File: src/rtl/stc_regs.vh
`ifndef STC_REGS_VH
`define STC_REGS_VH
// Summary of operation
// - 16-bit internal timer/counter; no pin driven by compare or match.
// - counter ticks at main clock divided by 2,4,8,16,64,256,1024,2048 per 3-bit select.
// - mode control at 0xce, reset 0: enable b7, capture b5, clock b4:2, pause b1, start b0.
// - enable on when set; capture mode when set; pause bit clear stops counting.
// - read 0xcf in timer mode returns counter low byte, reset zero.
// - write 0xcf loads compare low byte, write-only, reset all ones.
// - read 0xcf in capture mode returns captured count low byte, reset zero.
// - read 0xd5 in timer mode returns counter high byte, reset zero.
// - write 0xd5 loads compare high byte, reset zero.
// - read 0xd5 in capture mode returns captured count high byte, reset zero.
// - writing one to start clears counter and starts; zero stops it.
// - sticky event flag readable while masked; write one clears it.
// ===========================================
// offsets
`define STC_ADDR_CTRL 8'hce
`define STC_ADDR_LOW 8'hcf
`define STC_ADDR_HIGH 8'hd5
`define STC_ADDR_STAT 8'hd6
`define STC_ADDR_MASK 8'hd7
// ===========================================
// control fields
`define STC_BIT_EN 7
`define STC_BIT_CAP 5
`define STC_CK_HI 4
`define STC_CK_LO 2
`define STC_BIT_CONT 1
`define STC_BIT_START 0
`define STC_CTRL_WMASK 8'hbf
// ===========================================
// reset values
`define STC_RST_CTRL 8'h00
`define STC_RST_CMPL 8'hff
`define STC_RST_CMPH 8'h00
`define STC_RST_CNT 16'h0000
`define STC_RST_CAP 16'h0000
`define STC_RST_STAT 8'h00
`define STC_RST_MASK 8'h00
// ===========================================
// status bits and timing
`define STC_BIT_MATCH 0
`define STC_BIT_CAPEV 1
`define STC_PRE_W 11
`endif

File: src/rtl/stc_prescaler.v
`timescale 1ns/1ns
`include "stc_regs.vh"
// one-cycle tick at the main clock divided by the selected ratio
module stc_prescaler #(
	parameter W = `STC_PRE_W
) (
	// clock and reset
	input wire clk,
	input wire rst,
	// control
	input wire run,
	input wire [2:0] sel,
	// tick out
	output reg tick
);
	reg [W-1:0] div_q;
	reg [W-1:0] lim;
	always @* begin
		case (sel)
			3'h0: lim = 11'h001;
			3'h1: lim = 11'h003;
			3'h2: lim = 11'h007;
			3'h3: lim = 11'h00f;
			3'h4: lim = 11'h03f;
			3'h5: lim = 11'h0ff;
			3'h6: lim = 11'h3ff;
			default: lim = 11'h7ff;
		endcase
	end
	always @(posedge clk) begin
		if (rst || !run) begin
			div_q <= {W{1'b0}};
			tick <= 1'b0;
		end else begin
			tick <= (div_q >= lim);
			if (div_q >= lim)
				div_q <= {W{1'b0}};
			else
				div_q <= div_q + 1'b1;
		end
	end
endmodule // stc_prescaler

File: src/rtl/stc_timer.v
`timescale 1ns/1ns
`include "stc_regs.vh"
module stc_timer (
	// clock and reset
	input wire clk,
	input wire rst,
	// register port
	input wire [7:0] addr,
	input wire [7:0] wrData,
	input wire wrEn,
	input wire rdEn,
	output reg [7:0] rdData,
	// capture trigger from same clock domain
	input wire captureTrigger,
	// interrupt
	output wire irq
);
	// ===========================================
	// registers
	reg [7:0] ctrl_q;
	reg [7:0] cmpLow_q;
	reg [7:0] cmpHigh_q;
	reg [15:0] count_q;
	reg [15:0] capture_q;
	reg [7:0] stat_q;
	reg [7:0] mask_q;
	reg trigPrev_q;
	wire opOn = ctrl_q[`STC_BIT_EN];
	wire capMode = ctrl_q[`STC_BIT_CAP];
	wire counting = opOn & ctrl_q[`STC_BIT_START] & ctrl_q[`STC_BIT_CONT];
	wire tick;
	wire [15:0] compare = {cmpHigh_q, cmpLow_q};
	wire ctrlWr = wrEn && addr == `STC_ADDR_CTRL;
	wire startWr = ctrlWr && wrData[`STC_BIT_START];
	wire matchEv = tick && !capMode && count_q == compare;
	wire capEv = opOn && capMode && captureTrigger && !trigPrev_q;
	// ===========================================
	// prescaler
	stc_prescaler #(.W(`STC_PRE_W)) uPre (
		.clk(clk),
		.rst(rst),
		.run(counting),
		.sel(ctrl_q[`STC_CK_HI:`STC_CK_LO]),
		.tick(tick)
	);
	// ===========================================
	// control and compare
	always @(posedge clk) begin
		if (rst) begin
			ctrl_q <= `STC_RST_CTRL;
			cmpLow_q <= `STC_RST_CMPL;
			cmpHigh_q <= `STC_RST_CMPH;
			mask_q <= `STC_RST_MASK;
		end else if (wrEn) begin
			if (ctrlWr)
				ctrl_q <= wrData & `STC_CTRL_WMASK;
			if (addr == `STC_ADDR_LOW)
				cmpLow_q <= wrData;
			if (addr == `STC_ADDR_HIGH)
				cmpHigh_q <= wrData;
			if (addr == `STC_ADDR_MASK)
				mask_q <= wrData;
		end
	end
	// ===========================================
	// counter and capture; nothing here drives a pin
	always @(posedge clk) begin
		if (rst) begin
			count_q <= `STC_RST_CNT;
			capture_q <= `STC_RST_CAP;
			trigPrev_q <= 1'b0;
		end else begin
			trigPrev_q <= captureTrigger;
			if (startWr)
				count_q <= `STC_RST_CNT;
			else if (matchEv)
				count_q <= `STC_RST_CNT;
			else if (tick)
				count_q <= count_q + 16'h0001;
			if (capEv)
				capture_q <= count_q;
		end
	end
	// ===========================================
	// sticky status, set wins over clear
	always @(posedge clk) begin
		if (rst) begin
			stat_q <= `STC_RST_STAT;
		end else begin
			if (wrEn && addr == `STC_ADDR_STAT)
				stat_q <= stat_q & ~wrData;
			if (matchEv)
				stat_q[`STC_BIT_MATCH] <= 1'b1;
			if (capEv)
				stat_q[`STC_BIT_CAPEV] <= 1'b1;
			stat_q[7:2] <= 6'h00;
		end
	end
	assign irq = |(stat_q & mask_q);
	// ===========================================
	// read data, one cycle after strobe
	always @(posedge clk) begin
		if (rst) begin
			rdData <= 8'h00;
		end else if (rdEn) begin
			case (addr)
				`STC_ADDR_CTRL: rdData <= ctrl_q;
				// compare low is write-only, so reads pick count or capture
				`STC_ADDR_LOW: rdData <= capMode ? capture_q[7:0] : count_q[7:0];
				`STC_ADDR_HIGH: rdData <= capMode ? capture_q[15:8] : count_q[15:8];
				`STC_ADDR_STAT: rdData <= stat_q;
				`STC_ADDR_MASK: rdData <= mask_q;
				default: rdData <= 8'h00;
			endcase
		end else begin
			rdData <= 8'h00;
		end
	end
endmodule // stc_timer

File: config.mk
export PLATFORM = sky130hd
export DESIGN_NAME = stc_timer
export DESIGN_NICKNAME = d
export VERILOG_FILES = /design/src/rtl/stc_prescaler.v /design/src/rtl/stc_timer.v
export VERILOG_INCLUDE_DIRS = /design/src /design/src/rtl
export SDC_FILE = /design/constraint.sdc
export NUM_CORES = 1
export LEC_CHECK = 0
export ABC_AREA = 0
export BUFFER_PORTS_ARGS = -buffer_cell sky130_fd_sc_hd__buf_2
export CAP_MARGIN = 20
export CORE_UTILIZATION = 40
export CTS_BUF_LIST = sky130_fd_sc_hd__clkbuf_16
export DETAILED_ROUTE_END_ITERATION = 16
export SLEW_MARGIN = 20
export SYNTH_ARGS = -nofsm -noshare
export SYNTH_HDL_FRONTEND = slang
export SYNTH_HIERARCHICAL = 1
export SYNTH_SLANG_ARGS = --single-unit
File: constraint.sdc
create_clock -name clk -period 5.4 [get_ports clk]
set_input_delay 1.08 -clock clk [delete_from_list [all_inputs] [get_ports clk]]
set_output_delay 1.08 -clock clk [all_outputs]
set_load 0.02 [all_outputs]
==> results of run 1 <==
[metal layers]
metal / wire length, um / share of wire [%] / up-vias
met5: 0 / 0 / -
met1: 5280 / 49 / 1622
li1: - / - / 1747
met3: 542 / 5.1 / 13
met4: 165 / 1.5 / 0
met2: 4680 / 44 / 85
[final cells by class]
class	count	area, um2	share of cell area [%]
multi-input combinational	367	2360	50.0
sequential	86	1720	36.4
clock buffer	9	225	4.77
tap	136	170	3.60
timing repair buffer	31	160	3.39
clock inverter	7	65.1	1.38
inverter	5	18.8	0.397
[stage by stage]
step | utilization [%] | cell area [um2] | cells | setup WS, ns
floorplan | - | 4250 | 491 | 2.87
global placement | 42.9 | 4420 | 624 | 2.17
detailed placement | 42.9 | 4430 | 624 | 2.47
CTS | 45.7 | 4720 | 640 | 2.83
global route | 45.8 | 4730 | 641 | 2.69
finish | 45.8 | 4730 | 641 | 2.82
[cells by family (layout without fill, tap and decap cells)]
family | count (synthesis) | in the layout
and+or+nand+nor | 194 | 194
AOI/OAI and AO/OA | 93 | 93
DFF | 86 | 86
xor gates and xnor gates | 39 | 39
buffers and inverters | 38 | 52
muxes | 32 | 32
adders and majority gates | 9 | 9
[registers in the layout, summed over array words and instances, names as in the netlist]
name        cells
cmpLow_q        8
uPre/div_q     11
capture_q      16
mask_q          8
trigPrev_q      1
count_q        16
rdData          8
cmpHigh_q       8
stat_q          2
uPre/tick       1
ctrl_q          7
[worst max-delay path: stages]
cell and delay [ns]:
buf_2 0.27, inv_2 0.15, nor4_1 0.66, and2_1 0.40
nand2_1 0.10, a21oi_1 0.17
[Yosys cell counts, types with 2 or more instances]
| cell | instances | area (um2) |
|---|---|---|
| o21ai_0 | 11 | 55.1 |
| nor3_1 | 19 | 95.1 |
| xor2_1 | 33 | 289 |
| nor2_1 | 21 | 78.8 |
| ha_1 | 9 | 113 |
| and4_1 | 3 | 26.3 |
| nor2b_1 | 4 | 25.0 |
| nand2b_1 | 2 | 12.5 |
| a32oi_1 | 6 | 52.6 |
| nor3b_1 | 4 | 30.0 |
| a211oi_2 | 9 | 113 |
| and2_1 | 2 | 12.5 |
| nand3_1 | 15 | 75.1 |
| o211ai_1 | 2 | 15.0 |
| nor4_1 | 5 | 31.3 |
| o22ai_1 | 2 | 12.5 |
| and3_1 | 3 | 18.8 |
| nand4b_1 | 2 | 17.5 |
| or3_1 | 2 | 12.5 |
| mux2i_1 | 30 | 300 |
| buf_2 | 8 | 40.0 |
| clkbuf_1 | 21 | 78.8 |
| o2111ai_1 | 2 | 17.5 |
| a21oi_1 | 47 | 235 |
| a211oi_1 | 3 | 22.5 |
| nand2_1 | 89 | 334 |
| buf_6 | 2 | 22.5 |
| mux2_2 | 2 | 22.5 |
| xnor2_1 | 6 | 52.6 |
| inv_1 | 3 | 11.3 |
| nor3_2 | 2 | 20.0 |
| dfxtp_1 | 86 | 1720 |
| nand4_1 | 13 | 81.3 |
[path summary, 6_finish.rpt]
check | from | endpoint | cells after the start
min | capture_q[11] | capture_q[11] | 2
min reg2reg | capture_q[11] | capture_q[11] | 2
max | addr[0] | cmpHigh_q[7] | 6
max reg2reg | ctrl_q[5] | capture_q[12] | 3
[where the power goes]
| group | switching, mW | leakage [nW] | internal [mW] |
|---|---|---|---|
| logic | 0.0277 | 0.729 | 0.0109 |
| clock network | 0.252 | 0.144 | 0.355 |
| registers | 0.000506 | 0.693 | 0.635 |
==> qor.txt, run 1 <==
commonest non-fill, non-tap cell in the layout = nand2_1
clock buffer depth = 2
CTS buffer count = 9
Final min period = 2.58 ns
number of setup buffers added after CTS = 0
Worst Setup Path Type = in2reg
# IOs = 30
Routed Antenna Nets = 0
Worst R2R Setup Slack = 3.10 ns
vias in the first global route = 3,287
leakage power = 1.57 nW
synth warn = 6
core area = 10,300 um2
Layout area overhead = 11.1%
chip height = 105 um
clk sinks = 86
Compound-Gate Fraction of Synth Area = 14.5%
slew margin rel. = 34.9%
Syn Nets = 521
maximum clock rate = 388 MHz
maximum fanout along the worst path = 16
initial antenna violation count = 0
clock skew = 0.00714 ns
Adder-Cell Fraction of Synth Area = 2.65%
#FFs+latches synth = 86
Synth Area in XOR/XNOR = 8.03%
setup TNS = 0 ns
Post-synth top flop = dfxtp_1
most used routing layer = met2
Final Cycle Share = 47.8%
Hold Slack = 0.453 ns
GPL Wtd Cong = 0.806
Post-synth ARST share = 0%
final hold viol count = 0
Skew-Pair Late Insertion Delay = 0.34 ns
met2 Use GR = 30.8%
simple-gate share of the synthesized area = 22.7%
die footprint = 11,100 um2
crit path launch type = primary input
Final #Nets = 530
largest family of logic cells by synthesized area = simple AND/OR/NAND/NOR gates
DR pass1 iterations = 5
Total GRT Usage = 20.5%
Final Slew Violations = 0
WL final = 10,700 um
starting density of the core = 41.2%
worst vdd ir = 204 uV
DP HPWL = 7380 um
Crit. End Element = register
fill cell count = 1,001
Pwr Total = 1.28 mW
PortBufs = 29
Row Count = 37
Max Cap Viol = 0
synth unique cells = 56
die width = 105 um
M1 GR Usage = 29.1%
Post-Syn Area per Cell = 8.66 um2
Hold WC Path Type = reg2reg
DR WL/cell = 16.6 um
RSZ-0062 raised after global routing = no
GRT overflow = 0
CTS Root Cell = clkbuf_16
# resized after CTS = 0
mux cell area share after synthesis = 7.59%
CTS HTree Levels = 3
ant diodes = 0
starting DRC count in detailed routing = 270
Tightest Pin Transition = 0.975 ns
ratio of cells with drive above 1 in the final layout = 13.7%
WP data required = 5.66 ns
largest net degree at the start of global routing = 46
Final Setup Violations = 0
Mapped Cells = 491
global-route wire length before repair = 17,400 um
met3 Usage GRT = 4.49%
DR vias/cell = 5.41
vias post-DR = 3,467
DRC violations left = 0
outcome = completed
Power Density = 271 nW/um2
post-synthesis cell area = 4250 um2
commonest non-fill, non-tap cells in the layout = nand2_1, dfxtp_1, a21oi_1
cts hold-fix bufs = 0
CP arrival = 2.84 ns
clk slew on worst S/H paths = 0.06 ns
register area share after synthesis = 40.5%
number of flops mapped to enable cells by yosys = 0
CTS tree = done
(Power assumes the default switching activity.)
==> inputs of run 2 (changes only) <==
==> constraint.sdc (replaced) <==
create_clock -name clk -period 2.19 [get_ports clk]
set_input_delay 0.438 -clock clk [delete_from_list [all_inputs] [get_ports clk]]
set_output_delay 0.438 -clock clk [all_outputs]
set_load 0.02 [all_outputs]
==> run 2 against run 1 <==
Compared with the run above:
- die area unchanged
- clock skew is 0.00056 ns lower
- worst setup slack got worse by 2.7 ns
- non-clock buffer count is 22 higher
- largest cell class unchanged
==> qor.txt, run 2 (synthesis results as in run 1) <==
slew margin rel. = 69.1% (+34 points)
ratio of cells with drive above 1 in the final layout = 17.9% (+4.2 points)
die width = 105 um (unchanged)
maximum fanout along the worst path = 8 (-8)
crit path launch type = register
chip height = 105 um (unchanged)
GRT overflow = 0 (unchanged)
CTS tree = done
clk slew on worst S/H paths = 0.06 ns (about the same)
outcome = completed
DR pass1 iterations = 5 (unchanged)
maximum clock rate = 491 MHz
setup ws final = 0.155 ns (-2.67 ns)
fill cell count = 981 (-2.0%)
clock skew = 0.00658 ns (-0.000557 ns)
Final min period = 2.03 ns
largest net degree at the start of global routing = 26 (-43%)
commonest non-fill, non-tap cell in the layout = nand2_1
GPL Wtd Cong = 0.816 (+1.2%)
cts hold-fix bufs = 0 (unchanged)
PortBufs = 29 (unchanged)
CTS HTree Levels = 3 (unchanged)
Final Cycle Share = 92.9%
Final Slew Violations = 0 (unchanged)
Crit. End Element = register
WL final = 11,500 um (+8.1%)
WP data required = 2.45 ns (-3.21 ns)
DRC violations left = 0 (unchanged)
Skew-Pair Late Insertion Delay = 0.34 ns (about the same)
pre-CTS setup slack = -0.00401 ns (-2.47 ns)
CTS buffer count = 9 (unchanged)
core area = 10,300 um2 (unchanged)
Hold Slack = 0.338 ns (-0.116 ns)
starting density of the core = 41.2% (unchanged)
Total GRT Usage = 21.7% (+1.2 points)
DR vias/cell = 5.53 (+2.2%)
die footprint = 11,100 um2 (unchanged)
final hold viol count = 0 (unchanged)
DP HPWL = 8150 um (+10%)
global-route wire length before repair = 18,400 um (+5.6%)
clock buffer depth = 2 (unchanged)
vias in the first global route = 3,546 (+7.9%)
Final Setup Violations = 0 (unchanged)
Tightest Pin Transition = 0.462 ns (-0.514 ns)
initial antenna violation count = 0 (unchanged)
Layout area overhead = 16.2%
# IOs = 30 (unchanged)
leakage power = 1.70 nW (+8.3%)
clk sinks = 86 (unchanged)
Row Count = 37 (unchanged)
commonest non-fill, non-tap cells in the layout = nand2_1, dfxtp_1, a21oi_1
worst vdd ir = 324 uV (+59%)
vias post-DR = 3,659 (+5.5%)
Worst Setup Path Type = reg2reg
DR WL/cell = 17.4 um (+4.7%)
area occupied by multi-input gates = 2380 um2 (+0.85%)
setup TNS = 0 ns (unchanged)
CTS Root Cell = clkbuf_16
Max Cap Viol = 0 (unchanged)
Routed Antenna Nets = 0 (unchanged)
register area = 1730 um2 (+0.22%)
starting DRC count in detailed routing = 250 (-7.4%)
Hold WC Path Type = in2reg
top flop regs = capture_q (16), count_q (16), uPre/div_q (11)
Power Density = 662 nW/um2 (+140%)
CP arrival = 2.30 ns (-0.54 ns)
Final #Nets = 552 (+4.2%)
Pwr Total = 3.27 mW (+160%)
RSZ-0062 raised after global routing = no
ant diodes = 0 (unchanged)
## run 2: cell count changes in the layout (fill, tap and decap cells not counted), moves of 2 or more
| cell | change |
|---|---|
| buf_4 | +21 |
| clkinv_1 | -2 |
| clkinv_4 | -2 |
| dfxtp_1 | -3 |
| dfxtp_2 | +3 |
| inv_1 | +2 |
## run 2: per-stage QoR
stage	std cells	instance area, um2	util, %
detailed placement	647	4610	44.6
global placement	647	4610	44.6
CTS	662	4920	47.6
finish	662	4940	47.9
global route	662	4940	47.9
floorplan	491	4250	-
## run 2: repair_timing
action / CTS / global route
setup endpoints to repair: 1 / 11
resized for setup: 1 / 5
buffers inserted: 0 / 0
pin swaps: 0 / 0
## run 2: power by group
part / switching [mW] / internal, mW / total, mW
Combinational: 0.0730 / 0.0334 / 0.106
Clock: 0.615 / 0.982 / 1.60
Sequential: 0.000958 / 1.57 / 1.57
Total: 0.689 / 2.58 / 3.27
## run 2: layer usage
metal  vias up  track usage, %  wire length, um
met3        18            4.18              544
met1      1751            29.3             5410
met2       101            33.6             5300
li1       1789               -                -
met5         -               0                0
met4         0            9.66              272
## run 2: final timing paths
| kind | from | end | slack, ns | cells after the start |
|---|---|---|---|---|
| max | ctrl_q[3] | uPre/div_q[5] | 0.16 | 7 |
| min | captureTrigger | trigPrev_q | 0.34 | 2 |
| max reg2reg | ctrl_q[3] | uPre/div_q[5] | 0.16 | 7 |
| min reg2reg | capture_q[5] | capture_q[5] | 0.45 | 2 |
## run 2: final cells by class
type                       instances  share of cell area (%)
inverter                           5                   0.380
tap                              136                    3.44
multi-input combinational        367                    48.3
clock buffer                       9                    4.56
sequential                        86                    34.9
timing repair buffer              53                    6.84
clock inverter                     6                    1.62
## run 2: worst max-delay path, stage by stage (launching register included)
cell,delay (ns)
dfxtp_2,0.35
a21oi_1,0.16
ha_1,0.26
a211oi_1,0.27
o22ai_1,0.17
o311a_4,0.37
buf_12,0.16
a211oi_2,0.21
